===== src/shared/fault_ctl_map.vh =====
`ifndef FAULT_CTL_MAP_VH
`define FAULT_CTL_MAP_VH
// ----------------------------------------
// Register byte addresses
// ----------------------------------------
`define ADR_FAULT_CONTROL 8'h7c
`define ADR_TIMER_CONFIGURATION 8'h84
`define ADR_MODE 8'h54
`define ADR_FAULT_STATUS 8'h74
`define ADR_INT_STATUS 8'h90
`define ADR_INT_MASK 8'h94
`define ADR_COUNTER_CTRL 8'h98
// ----------------------------------------
// Fault control fields
// ----------------------------------------
`define FC_INEN_LSB 0
`define FC_FLEN_LSB 4
`define FC_FAULT_FILTER_VALUE_LSB 8
`define FC_FAULT_FILTER_VALUE_MSB 11
// ----------------------------------------
// Configuration fields
// ----------------------------------------
`define CF_RATIO_LSB 0
`define CF_RATIO_MSB 4
`define CF_DEBUG_LSB 6
`define CF_DEBUG_MSB 7
`define CF_EXTTB_BIT 9
`define CF_TBOUT_BIT 10
`define CF_WR_MASK 11'h6df
`define CF_DEBUG_FREEZE 2'h1
// ----------------------------------------
// Mode fields
// ----------------------------------------
`define MD_FAULT_CTL_BIT 0
`define MD_WRITE_PROTECT_DISABLE_BIT 2
// ----------------------------------------
// Interrupt status bits
// ----------------------------------------
`define IS_OVF_BIT 0
`define IS_FAULT_BIT 1
// ----------------------------------------
// Reset values
// ----------------------------------------
`define RST_FAULT_CONTROL 12'h000
`define RST_CONFIG 11'h000
`define RST_MODE 3'h4
`define RST_PERIOD 16'hffff
`endif


===== src/design/fault_ctl_top.v =====
`timescale 1ns/1ps
// How it works
// - Bits 7..4 route fault inputs through filter
// - Bits 3..0 enable monitoring of fault inputs
// - Enable bits writable only when protection off
// - Configuration register: ratio, debug, time base
// - Overflow flag on first, skip next N
// - Filter value bits 11..8, zero disables
// - Detection flag needs control, enable, fault
`include "fault_ctl_map.vh"
module fault_ctl_top #(
  parameter NFAULT = 4,
  parameter FW = 4,
  parameter RW = 5,
  parameter CW = 16
) (
  // Clock and reset
  input wire I_MCLK,
  input wire I_SRST,
  // Wishbone slave
  input wire I_WB_CYC,
  input wire I_WB_STB,
  input wire I_WB_WE,
  input wire [7:0] I_WB_ADR,
  input wire [3:0] I_WB_SEL,
  input wire [31:0] I_WB_DAT,
  output reg [31:0] O_WB_DAT,
  output reg O_WB_ACK,
  // Fault pins
  input wire [NFAULT-1:0] I_FAULT,
  // Time base, debug and fault active
  input wire I_EXT_TIMEBASE,
  input wire I_DEBUG,
  output reg O_TIMEBASE,
  output reg [1:0] O_DEBUG_MODE,
  output reg O_FAULT_ACTIVE,
  // Interrupt
  output reg O_IRQ
);
  // ----------------------------------------
  // Registers
  // ----------------------------------------
  reg [11:0] fault_control_q;
  reg [10:0] config_q;
  reg [2:0] mode_q;
  reg [NFAULT-1:0] fault_flag_q;
  reg [1:0] int_status_q;
  reg [1:0] int_mask_q;
  reg [CW-1:0] period_q;
  reg [CW-1:0] count_q;
  reg ovf_q;
  reg [NFAULT-1:0] s1_q;
  reg [NFAULT-1:0] s2_q;
  reg [NFAULT-1:0] s3_q;
  reg [NFAULT-1:0] clean_q;
  reg [2:0] tb_sync_q;
  reg [2:0] dbg_sync_q;
  reg tb_prev_q;
  reg [NFAULT-1:0] flag_d;
  reg [1:0] int_d;
  reg [31:0] rdata_d;
  wire [NFAULT-1:0] filtered;
  wire [NFAULT-1:0] fault_seen;
  wire ovf_set;
  wire wr_req;
  wire rd_req;
  wire wprot_off;
  wire fault_ctl_on;
  wire [FW-1:0] fault_filter_value;
  wire [NFAULT-1:0] in_en;
  wire [NFAULT-1:0] flt_en;
  wire [RW-1:0] ratio;
  wire ext_tb;
  wire tb_edge;
  wire count_tick;
  wire frozen;
  wire [31:0] wmerge;

  // Merge byte lanes of a write into an old word
  function [31:0] merge;
    input [31:0] old;
    input [31:0] wdat;
    input [3:0] sel;
    integer b;
    begin
      merge = old;
      for (b = 0; b < 4; b = b + 1) begin
        if (sel[b]) begin
          merge[b*8 +: 8] = wdat[b*8 +: 8];
        end
      end
    end
  endfunction

  assign wr_req = I_WB_CYC & I_WB_STB & I_WB_WE & ~O_WB_ACK;
  assign rd_req = I_WB_CYC & I_WB_STB & ~I_WB_WE & ~O_WB_ACK;
  assign wprot_off = mode_q[`MD_WRITE_PROTECT_DISABLE_BIT];
  assign fault_ctl_on = mode_q[`MD_FAULT_CTL_BIT];
  assign fault_filter_value = fault_control_q[`FC_FAULT_FILTER_VALUE_MSB:`FC_FAULT_FILTER_VALUE_LSB];
  assign in_en = fault_control_q[`FC_INEN_LSB +: NFAULT];
  assign flt_en = fault_control_q[`FC_FLEN_LSB +: NFAULT];
  assign ratio = config_q[`CF_RATIO_MSB:`CF_RATIO_LSB];
  assign ext_tb = config_q[`CF_EXTTB_BIT];
  // Addressed word with the written byte lanes laid over it
  assign wmerge = merge(rdata_d, I_WB_DAT, I_WB_SEL);

  // ----------------------------------------
  // Fault input path
  // ----------------------------------------
  // Three stages; a change counts once stages two and three agree
  always @(posedge I_MCLK) begin
    if (I_SRST) begin
      s1_q <= {NFAULT{1'b0}};
      s2_q <= {NFAULT{1'b0}};
      s3_q <= {NFAULT{1'b0}};
      clean_q <= {NFAULT{1'b0}};
      tb_sync_q <= 3'h0;
      dbg_sync_q <= 3'h0;
      tb_prev_q <= 1'b0;
    end else begin
      s1_q <= I_FAULT;
      s2_q <= s1_q;
      s3_q <= s2_q;
      clean_q <= (s2_q & s3_q) | (clean_q & (s2_q | s3_q));
      tb_sync_q <= {tb_sync_q[1:0], I_EXT_TIMEBASE};
      dbg_sync_q <= {dbg_sync_q[1:0], I_DEBUG};
      if (tb_sync_q[1] == tb_sync_q[2]) begin
        tb_prev_q <= tb_sync_q[2];
      end
    end
  end

  // Filter value is live: changing it mid-run may drop a fault
  genvar g;
  generate
    for (g = 0; g < NFAULT; g = g + 1) begin : flt
      fault_filter #(
        .W(FW)
      ) u_filter (
        .i_clk(I_MCLK),
        .i_rst(I_SRST),
        .i_value(fault_filter_value),
        .i_in(clean_q[g]),
        .o_out(filtered[g])
      );
      // Filter enable selects filtered or raw path
      assign fault_seen[g] = flt_en[g] ? filtered[g] : clean_q[g];
    end
  endgenerate

  // ----------------------------------------
  // Counter and overflow ratio
  // ----------------------------------------
  assign tb_edge = (tb_sync_q[1] == tb_sync_q[2]) & tb_sync_q[2] & ~tb_prev_q;
  assign frozen = dbg_sync_q[2] & dbg_sync_q[1] &
                  (config_q[`CF_DEBUG_MSB:`CF_DEBUG_LSB] == `CF_DEBUG_FREEZE);
  assign count_tick = ~frozen & (ext_tb ? tb_edge : 1'b1);

  always @(posedge I_MCLK) begin
    if (I_SRST) begin
      count_q <= {CW{1'b0}};
      ovf_q <= 1'b0;
    end else begin
      ovf_q <= 1'b0;
      if (count_tick) begin
        if (count_q >= period_q) begin
          count_q <= {CW{1'b0}};
          ovf_q <= 1'b1;
        end else begin
          count_q <= count_q + {{(CW-1){1'b0}}, 1'b1};
        end
      end
    end
  end

  overflow_divider #(
    .W(RW)
  ) u_ovf (
    .i_clk(I_MCLK),
    .i_rst(I_SRST),
    .i_ratio(ratio),
    .i_overflow(ovf_q),
    .o_flag_set(ovf_set)
  );

  // ----------------------------------------
  // Register writes and flags
  // ----------------------------------------
  always @* begin
    // Set wins over a concurrent clear
    flag_d = fault_flag_q;
    if (wr_req && I_WB_ADR == `ADR_FAULT_STATUS && I_WB_SEL[0]) begin
      flag_d = fault_flag_q & I_WB_DAT[NFAULT-1:0];
    end
    flag_d = flag_d | ({NFAULT{fault_ctl_on}} & in_en & fault_seen);
    int_d = int_status_q;
    if (wr_req && I_WB_ADR == `ADR_INT_STATUS && I_WB_SEL[0]) begin
      int_d = int_status_q & ~I_WB_DAT[1:0];
    end
    int_d[`IS_OVF_BIT] = int_d[`IS_OVF_BIT] | ovf_set;
    int_d[`IS_FAULT_BIT] = int_d[`IS_FAULT_BIT] | (|flag_d & ~|fault_flag_q);
  end

  always @(posedge I_MCLK) begin
    if (I_SRST) begin
      fault_control_q <= `RST_FAULT_CONTROL;
      config_q <= `RST_CONFIG;
      mode_q <= `RST_MODE;
      fault_flag_q <= {NFAULT{1'b0}};
      int_status_q <= 2'h0;
      int_mask_q <= 2'h0;
      period_q <= `RST_PERIOD;
    end else begin
      fault_flag_q <= flag_d;
      int_status_q <= int_d;
      if (wr_req) begin
        case (I_WB_ADR)
          `ADR_FAULT_CONTROL: begin
            fault_control_q[`FC_FAULT_FILTER_VALUE_MSB:`FC_FAULT_FILTER_VALUE_LSB] <=
              wmerge[`FC_FAULT_FILTER_VALUE_MSB:`FC_FAULT_FILTER_VALUE_LSB];
            if (wprot_off && I_WB_SEL[0]) begin
              fault_control_q[7:0] <= I_WB_DAT[7:0];
            end
          end
          `ADR_TIMER_CONFIGURATION: begin
            config_q <= wmerge[10:0] & `CF_WR_MASK;
          end
          `ADR_MODE: begin
            mode_q <= wmerge[2:0];
          end
          `ADR_INT_MASK: begin
            if (I_WB_SEL[0]) begin
              int_mask_q <= I_WB_DAT[1:0];
            end
          end
          `ADR_COUNTER_CTRL: begin
            period_q <= wmerge[CW-1:0];
          end
          default: begin
          end
        endcase
      end
    end
  end

  // ----------------------------------------
  // Read mux and outputs
  // ----------------------------------------
  always @* begin
    rdata_d = 32'h0;
    case (I_WB_ADR)
      `ADR_FAULT_CONTROL: rdata_d = {20'h0, fault_control_q};
      `ADR_TIMER_CONFIGURATION: rdata_d = {21'h0, config_q};
      `ADR_MODE: rdata_d = {29'h0, mode_q};
      `ADR_FAULT_STATUS: rdata_d = {{(32-NFAULT){1'b0}}, fault_flag_q};
      `ADR_INT_STATUS: rdata_d = {30'h0, int_status_q};
      `ADR_INT_MASK: rdata_d = {30'h0, int_mask_q};
      `ADR_COUNTER_CTRL: rdata_d = {count_q, period_q};
      default: rdata_d = 32'h0;
    endcase
  end

  always @(posedge I_MCLK) begin
    if (I_SRST) begin
      O_WB_ACK <= 1'b0;
      O_WB_DAT <= 32'h0;
      O_IRQ <= 1'b0;
      O_TIMEBASE <= 1'b0;
      O_DEBUG_MODE <= 2'h0;
      O_FAULT_ACTIVE <= 1'b0;
    end else begin
      O_WB_ACK <= wr_req | rd_req;
      O_WB_DAT <= rd_req ? rdata_d : 32'h0;
      O_IRQ <= |(int_d & int_mask_q);
      O_TIMEBASE <= config_q[`CF_TBOUT_BIT] & ovf_q;
      O_DEBUG_MODE <= config_q[`CF_DEBUG_MSB:`CF_DEBUG_LSB];
      O_FAULT_ACTIVE <= |flag_d;
    end
  end
endmodule


===== src/design/fault_filter.v =====
`timescale 1ns/1ps
// Per-input glitch filter: a new level must hold filter_value+1
// samples before it passes. A value of zero passes straight on.
module fault_filter #(
  parameter W = 4
) (
  // Clock and reset
  input wire i_clk,
  input wire i_rst,
  // Filter control
  input wire [W-1:0] i_value,
  // Signal
  input wire i_in,
  output reg o_out
);
  reg [W-1:0] cnt_q;

  always @(posedge i_clk) begin
    if (i_rst) begin
      cnt_q <= {W{1'b0}};
      o_out <= 1'b0;
    end else if (i_value == {W{1'b0}}) begin
      cnt_q <= {W{1'b0}};
      o_out <= i_in;
    end else if (i_in == o_out) begin
      cnt_q <= {W{1'b0}};
    end else if (cnt_q >= i_value) begin
      cnt_q <= {W{1'b0}};
      o_out <= i_in;
    end else begin
      cnt_q <= cnt_q + {{(W-1){1'b0}}, 1'b1};
    end
  end
endmodule


===== src/design/overflow_divider.v =====
`timescale 1ns/1ps
// Passes the first overflow of each group of ratio+1 overflows.
module overflow_divider #(
  parameter W = 5
) (
  // Clock and reset
  input wire i_clk,
  input wire i_rst,
  // Control
  input wire [W-1:0] i_ratio,
  input wire i_overflow,
  output reg o_flag_set
);
  reg [W-1:0] skip_q;

  always @(posedge i_clk) begin
    if (i_rst) begin
      skip_q <= {W{1'b0}};
      o_flag_set <= 1'b0;
    end else begin
      o_flag_set <= 1'b0;
      if (i_overflow) begin
        if (skip_q == {W{1'b0}}) begin
          o_flag_set <= 1'b1;
          skip_q <= i_ratio;
        end else begin
          skip_q <= skip_q - {{(W-1){1'b0}}, 1'b1};
        end
      end
    end
  end
endmodule


===== config.mk =====
export PLATFORM = sky130hd
export DESIGN_NAME = fault_ctl_top
export DESIGN_NICKNAME = d
export VERILOG_FILES = /design/src/design/fault_ctl_top.v /design/src/design/fault_filter.v /design/src/design/overflow_divider.v
export VERILOG_INCLUDE_DIRS = /design/src /design/src/shared
export SDC_FILE = /design/constraint.sdc
export NUM_CORES = 1
export LEC_CHECK = 0
export ABC_CLOCK_PERIOD_IN_PS = 2200
export BUFFER_PORTS_ARGS = -buffer_cell sky130_fd_sc_hd__buf_2
export CAP_MARGIN = 10
export CORE_MARGIN = 4
export CORE_UTILIZATION = 50
export CTS_CLUSTER_DIAMETER = 30
export DETAILED_ROUTE_END_ITERATION = 12
export GPL_TIMING_DRIVEN = 0
export HOLD_SLACK_MARGIN = 0.08
export PLACE_DENSITY_LB_ADDON = 0.08
export SLEW_MARGIN = 20
export SYNTH_ARGS = -nofsm -noshare
export SYNTH_HDL_FRONTEND = slang
export SYNTH_SLANG_ARGS = --single-unit

===== constraint.sdc =====
create_clock -name I_MCLK -period 2.2 [get_ports I_MCLK]
set_input_delay 0.33 -clock I_MCLK [delete_from_list [all_inputs] [get_ports I_MCLK]]
set_output_delay 0.33 -clock I_MCLK [all_outputs]
set_load 0.02 [all_outputs]

==> results of run 1 <==
stage by stage:
stage          worst slack (ns)  instances  area, sq um  setup TNS, ns  hold WS (ns)
3_3_place_gp             -0.279        983         7380          -3.19         0.417
4_1_cts                  0.0169       1015         8010              0         0.108
6_report                 0.0752       1015         8020              0         0.116
3_5_place_dp             -0.282        983         7380          -3.32         0.432
2_1_floorplan             0.228        733         6790              0         0.414
5_1_grt                  0.0110       1015         8020              0         0.121
worst max path at each step:
stage / from / to / cells after the start
2_1_floorplan: count_q[0] / count_q[7] / 8
3_3_place_gp: tb_sync_q[2] / count_q[11] / 7
3_5_place_dp: tb_sync_q[1] / count_q[6] / 7
4_1_cts: count_q[0] / count_q[13] / 8
5_1_grt: count_q[0] / count_q[9] / 8
6_report: count_q[0] / count_q[13] / 8
final cells by class:
| cell class | instances | area, sq um | share of cell area (%) |
|---|---|---|---|
| repair buffers | 74 | 370 | 4.62 |
| multi-input cells | 514 | 3480 | 43.4 |
| plain buffers | 30 | 168 | 2.09 |
| clock buffers | 21 | 450 | 5.61 |
| clock inverters | 11 | 149 | 1.86 |
| inverters | 37 | 139 | 1.73 |
| well taps | 176 | 220 | 2.74 |
| flip-flops and latches | 152 | 3040 | 37.9 |
kinds of logic after synthesis:
group	count (synthesis)	share of synthesized area [%]
and+or+nand+nor	282	21.6
DFF	152	44.8
AOI/OAI and AO/OA	138	14.1
buffers and inverters	67	4.48
adders and majority gates	39	7.18
muxes	28	4.27
xor gates and xnor gates	27	3.48
what timing repair did:
item | CTS | global route
endpoints found under the setup margin | 16 | 11
pin swaps | 0 | 2
resized for setup | 5 | 2
metal layers:
layer	up-vias	part of all wire [%]
li1	2777	-
met1	2706	44
met2	172	47
met3	49	5.8
met4	0	3.4
met5	-	0
report_power, final:
group          switching [W]  internal [W]  leakage, nW  total [W]
registers          0.0000128       0.00277         1.23    0.00279
clock network        0.00116       0.00182        0.283    0.00297
logic               0.000145     0.0000787         1.78   0.000224
total                0.00132       0.00467         3.30    0.00598
cells in the final DEF (no fill, tap or decap), types with 5 or more instances in the layout:
master	count
a2111o_1	6
a211oi_1	5
a21o_1	11
a21oi_1	32
a22oi_1	8
a32o_1	5
and2_1	18
and3_1	7
buf_1	5
buf_2	78
clkbuf_1	15
clkbuf_16	17
dfxtp_1	151
ha_1	39
inv_1	36
mux2_2	8
mux2i_1	20
nand2_1	50
nand2b_1	9
nand3_1	30
nand4_1	10
nor2_1	79
nor2b_1	23
nor3_1	22
o21ai_0	28
o31ai_1	11
xnor2_1	18
xor2_1	9
flip-flops by register name, indices dropped and copies added (netlist names), 2 cells and up:
| name | count |
|---|---|
| O_DEBUG_MODE | 2 |
| O_WB_DAT | 32 |
| clean_q | 4 |
| config_q | 9 |
| count_q | 16 |
| dbg_sync_q | 3 |
| fault_control_q | 12 |
| fault_flag_q | 4 |
| flt.u_filter.cnt_q | 16 |
| flt.u_filter.o_out | 4 |
| int_mask_q | 2 |
| int_status_q | 2 |
| mode_q | 3 |
| period_q | 16 |
| s1_q | 4 |
| s2_q | 4 |
| s3_q | 4 |
| tb_sync_q | 3 |
| u_ovf.skip_q | 5 |
==> results.sh, run 1 <==
export IMPL_portBuffers=74
export IMPL_worstPathArrival_ns=2.47
export IMPL_clockBufferDepth=2
export IMPL_fin_nets=920
export IMPL_dieArea_sq_um=15500
export IMPL_postCtsSetupBuffers=0
export IMPL_status="complete, no violations"
export IMPL_wl_mm=18.2
export IMPL_max_slew_margin_pct=45.0
export IMPL_p_leak_nw=3.30
export IMPL_cpPeakStageDelay_ns=0.45
export IMPL_yosys_register_bits=152
export IMPL_use_met3_pct=4.89
export IMPL_clkLatencyLatePin_ns=0.42
export IMPL_ys_seq_area_share_pct=44.8
export IMPL_worst_pin_slew_ns=0.817
export IMPL_total_power_w=0.00598
export IMPL_cp_max_fo=10
export IMPL_cts_clk_slew_worst_paths_ns=0.06
export IMPL_r2r_end="count_q[13]"
export IMPL_die_x_um=125
export IMPL_setup_viol_count_final=0
export IMPL_rsz0062_at_grt="false"
export IMPL_numCtsBuffers=17
export IMPL_grt_max_degree=17
export IMPL_reg2reg_from="count_q[0]"
export IMPL_reg2reg_setup_slack_ns=0.08
export IMPL_ys_flop_type="dfxtp_1"
export IMPL_worstHoldPathCells=2
export IMPL_synth_top_cell_by_area="dfxtp_1"
export IMPL_detail_route_wl_per_cell_um=18.0
export IMPL_drv_cap=0
export IMPL_cp_top_family="compound AO/OA/AOI/OAI gates"
export IMPL_min_delay_start="I_EXT_TIMEBASE"
export IMPL_firstDrtPassIters=5
export IMPL_synth_fp_nets=827
export IMPL_hp_class="in2reg"
export IMPL_drc_errors=0
export IMPL_whs_endpoint="tb_sync_q[0]"
export IMPL_grtUsageMet2_pct=39.5
export IMPL_synthDistinctLibCells=67
export IMPL_synth_warnings=0
export IMPL_r2r_cells=8
export IMPL_layout_drive_gt1_share_pct=17.5
export IMPL_rows=42
export IMPL_final_util_pct=60.3
export IMPL_synth_edff_count=0
export IMPL_pin_count=93
export IMPL_finClkSkew_ns=0.00810
export IMPL_gp_congestion=0.896
export IMPL_finalCritPeriodShare_pct=96.6
export IMPL_grt_use_met1_pct=29.8
export IMPL_cp_data_required_time_ns=2.55
export IMPL_end_kind="register"
export IMPL_cp_slowest_cell="a2111o_1"
export IMPL_grt_pass1_vias=5739
export IMPL_path_buf_inv=2
export IMPL_initial_core_util_pct=51.1
export IMPL_crit_path_cell_trace="inv_1 -> ha_1 -> nand2b_1 -> a2111o_1 -> a21oi_2 -> o221ai_4 -> buf_4 -> nor2_1"
export IMPL_synthCells=733
export IMPL_antenna_found_initial=0
export IMPL_die_height_um=125
export IMPL_antennaDiodeCount=0
export IMPL_netlist_area_sq_um=6790
export IMPL_period_needed_ns=2.12
export IMPL_place_hpwl_mm=13.5
export IMPL_fmax_ghz=0.471
export IMPL_hold_buffers=0
export IMPL_area_growth_pct=18.1
export IMPL_syn_area_per_cell_sq_um=9.27
export IMPL_irDropWorstVdd_uv=616
export IMPL_grt_usage_pct=23.7
export IMPL_hold_violations=0
export IMPL_routed_via_density=5.62
export IMPL_power_density_nw_per_um2=746
export IMPL_async_flop_share_pct=0
export IMPL_yosysMostFrequentCell="dfxtp_1"
export IMPL_synthTopCellsByArea="dfxtp_1 45%, ha_1 7.2%, nor2_1 4.4%"
export IMPL_worstSetupPathType="reg2reg"
export IMPL_fill_cells=1184
export IMPL_cp_start_kind="register"
export IMPL_core_area_sq_um=13300
export IMPL_synth_top_area_share_pct=44.8
export IMPL_clockRootBuffer="clkbuf_16"
export IMPL_synthTopCellsByCount="152 x dfxtp_1, 79 x nor2_1, 50 x nand2_1"
export IMPL_grt_overflow=0
export IMPL_grt_pass1_wl_mm=29.4
export IMPL_drtIter0Drc=341
export IMPL_busiest_layer="met2"
export IMPL_cts_sinks=152
export IMPL_slew_viol_final=0
export IMPL_cts_tree="done"
export IMPL_cts_htree_levels=4
export IMPL_vias=5704
export IMPL_detail_route_antenna_nets=0
Power figures use the tool's default switching activity.
==> run 2: changes to the inputs <==
ABC_AREA = 1   (was default)
==> run 2 against run 1 <==
Sequential cell count is the same. Highest routed layer unchanged. Fmax rose by 5.6%. Non-clock buffer count shrank 9. Register-to-register slack better by 0.11 ns. Global-route usage decreased by 2.5 points. Sequential share of layout area grew 0.20 points. Via count up 1.1%. Core utilization down 0.11 points. Sequential power hardly changed. Combinational power decreased by 9.4%. Power is essentially flat. Critical path type unchanged. Cell count rose by 13%.
==> results.sh, run 2 <==
export IMPL_yosys_register_bits=152
export IMPL_synth_top_area_share_pct=44.9
export IMPL_cts_htree_levels=4
export IMPL_synth_fp_nets=965
export IMPL_setup_tns_ns=0
export IMPL_worstPathArrival_ns=2.35
export IMPL_yosysMostFrequentCell="dfxtp_1"
export IMPL_largest_reg_flops=32
export IMPL_fill_cells=1274
export IMPL_worst_pin_slew_ns=0.842
export IMPL_pin_count=93
export IMPL_use_met3_pct=5.10
export IMPL_fin_nets=1057
export IMPL_synth_top_cell_by_area="dfxtp_1"
export IMPL_ys_seq_area_share_pct=44.9
export IMPL_dp_slack_ns=0.0544
export IMPL_antennaDiodeCount=0
export IMPL_fmax_ghz=0.497
export IMPL_grt_use_met1_pct=29.4
export IMPL_hold_buffers=0
export IMPL_layout_commonest_cell="dfxtp_1"
export IMPL_power_density_nw_per_um2=750
export IMPL_grt_overflow=0
export IMPL_grt_usage_pct=21.3
export IMPL_clockBufferDepth=2
export IMPL_ys_flop_type="dfxtp_1"
export IMPL_period_needed_ns=2.01
export IMPL_cp_start_kind="register"
export IMPL_cp_data_required_time_ns=2.54
export IMPL_status="complete, no violations"
export IMPL_worstHoldPathCells=3
export IMPL_vias=5764
export IMPL_detail_route_antenna_nets=0
export IMPL_layout_drive_gt1_share_pct=15.0
export IMPL_top_register="O_WB_DAT"
export IMPL_grt_pass1_wl_mm=26.6
export IMPL_slew_viol_final=0
export IMPL_mostFrequentLayoutCells="152 x dfxtp_1, 139 x inv_1, 129 x nand2_1"
export IMPL_clockRootBuffer="clkbuf_16"
export IMPL_place_hpwl_mm=12.1
export IMPL_routed_via_density=5.00
export IMPL_numCtsBuffers=17
export IMPL_cts_clk_slew_worst_paths_ns=0.06
export IMPL_drtIter0Drc=314
export IMPL_final_util_pct=60.2
export IMPL_die_height_um=124
export IMPL_portBuffers=73
export IMPL_busiest_layer="met2"
export IMPL_grt_max_degree=17
export IMPL_synthTopCellsByCount="152 x dfxtp_1, 139 x inv_1, 129 x nand2_1"
export IMPL_finalCritPeriodShare_pct=91.4
export IMPL_drv_cap=0
export IMPL_drc_errors=0
export IMPL_dieArea_sq_um=15500
export IMPL_hp_class="in2reg"
export IMPL_synth_warnings=0
export IMPL_synthDistinctLibCells=42
export IMPL_total_power_w=0.00598
export IMPL_whs_ns=0.102
export IMPL_p_leak_nw=3.72
export IMPL_wl_mm=16.1
export IMPL_async_flop_share_pct=0
export IMPL_antenna_found_initial=0
export IMPL_max_slew_margin_pct=43.3
export IMPL_grt_pass1_vias=5393
export IMPL_netlist_area_sq_um=6770
export IMPL_cp_max_fo=10
export IMPL_firstDrtPassIters=5
export IMPL_detail_route_wl_per_cell_um=14.0
export IMPL_cts_tree="done"
export IMPL_rsz0062_at_grt="false"
export IMPL_grtUsageMet2_pct=32.7
export IMPL_clkLatencyLatePin_ns=0.42
export IMPL_r2r_cells=4
export IMPL_die_x_um=124
export IMPL_syn_area_per_cell_sq_um=7.77
export IMPL_core_area_sq_um=13200
export IMPL_synthCells=871
export IMPL_setup_slack_ns=0.188
export IMPL_setup_viol_count_final=0
export IMPL_synth_edff_count=0
export IMPL_worstSetupPathType="reg2reg"
export IMPL_reg2reg_setup_slack_ns=0.19
export IMPL_whs_endpoint="dbg_sync_q[0]"
export IMPL_finClkSkew_ns=0.00486
export IMPL_cts_sinks=152
export IMPL_r2r_end="O_WB_DAT[2]"
export IMPL_irDropWorstVdd_uv=584
export IMPL_end_kind="register"
export IMPL_synthTopCellsByArea="dfxtp_1 45%, inv_1 7.7%, ha_1 7.2%"
export IMPL_hold_violations=0
export IMPL_reg2reg_from="O_WB_ACK"
export IMPL_min_delay_start="I_DEBUG"
export IMPL_gp_congestion=0.854
export IMPL_initial_core_util_pct=51.1
export IMPL_area_growth_pct=17.8
export IMPL_rows=42
## run 2: changes by cell type after synthesis, sizes merged, moves of 20 or more
cell    previous run  this run
a21oi             34        59
and2              20         0
inv               36       147
mux2i             20         0
nand2             53       133
nor2              80       106
nor2b             23         0
o211ai             2        26
o21ai             28        68
## run 2: cells by family (layout without fill, tap and decap cells)
group           Yosys count  in the layout  synth area share [%]
flops                   152            152                  44.9
simple gates            324            324                  21.4
buf+inv                 170            275                  9.83
compound gates          169            169                  14.4
fa+ha+maj                39             39                  7.21
xor+xnor                 17             17                  2.20
## run 2: worst max path at each step
| stage | slack [ns] | endpoint | startpoint |
|---|---|---|---|
| finish | 0.19 | O_WB_DAT[2] | O_WB_ACK |
| global route | 0.03 | count_q[11] | period_q[15] |
| CTS | 0.12 | count_q[13] | period_q[15] |
| detailed placement | 0.05 | O_WB_DAT[2] | I_WB_CYC |
| global placement | 0.01 | O_WB_DAT[2] | I_WB_CYC |
| floorplan | 0.56 | count_q[13] | period_q[15] |
## run 2: critical path, stage by stage, from the launching register on
cell      delay, ns
dfxtp_1        0.37
nor4_4         0.69
inv_1          0.24
clkbuf_1       0.36
a21oi_1        0.26
## run 2: timing repair
action | 4_1_cts | 5_1_grt
buffers inserted | 0 | 0
hold endpoints to repair | 0 | 0
endpoints found under the setup margin | 0 | 10
gates resized for setup | 0 | 4
## run 2: layout make-up
| type | instances | area (sq um) | area share, % |
|---|---|---|---|
| Sequential cell | 152 | 3040 | 38.1 |
| Inverter | 148 | 558 | 7.00 |
| Multi-Input combinational cell | 549 | 3070 | 38.5 |
| Timing Repair Buffer | 73 | 365 | 4.58 |
| Tap cell | 176 | 220 | 2.76 |
| Clock buffer | 24 | 492 | 6.16 |
| Buffer | 22 | 110 | 1.38 |
| Clock inverter | 8 | 118 | 1.47 |
## run 2: power breakdown
part	internal (W)	switching (W)	leakage, nW
registers	0.00277	0.0000127	1.23
logic	0.0000638	0.000139	2.19
clock network	0.00190	0.00110	0.300
## run 2: metrics by stage
stage	instances	cell area [sq um]
floorplan	871	6770
global placement	1120	7360
detailed placement	1120	7360
CTS	1152	7970
global route	1152	7980
finish	1152	7980
## run 2: per-layer routing
metal / wire, um / share of wire [%] / vias to the layer above
met2: 7050 / 44 / 133
met3: 715 / 4.4 / 20
met1: 8140 / 50 / 2592
met4: 228 / 1.4 / 0
li1: - / - / 3019
met5: 0 / 0 / -
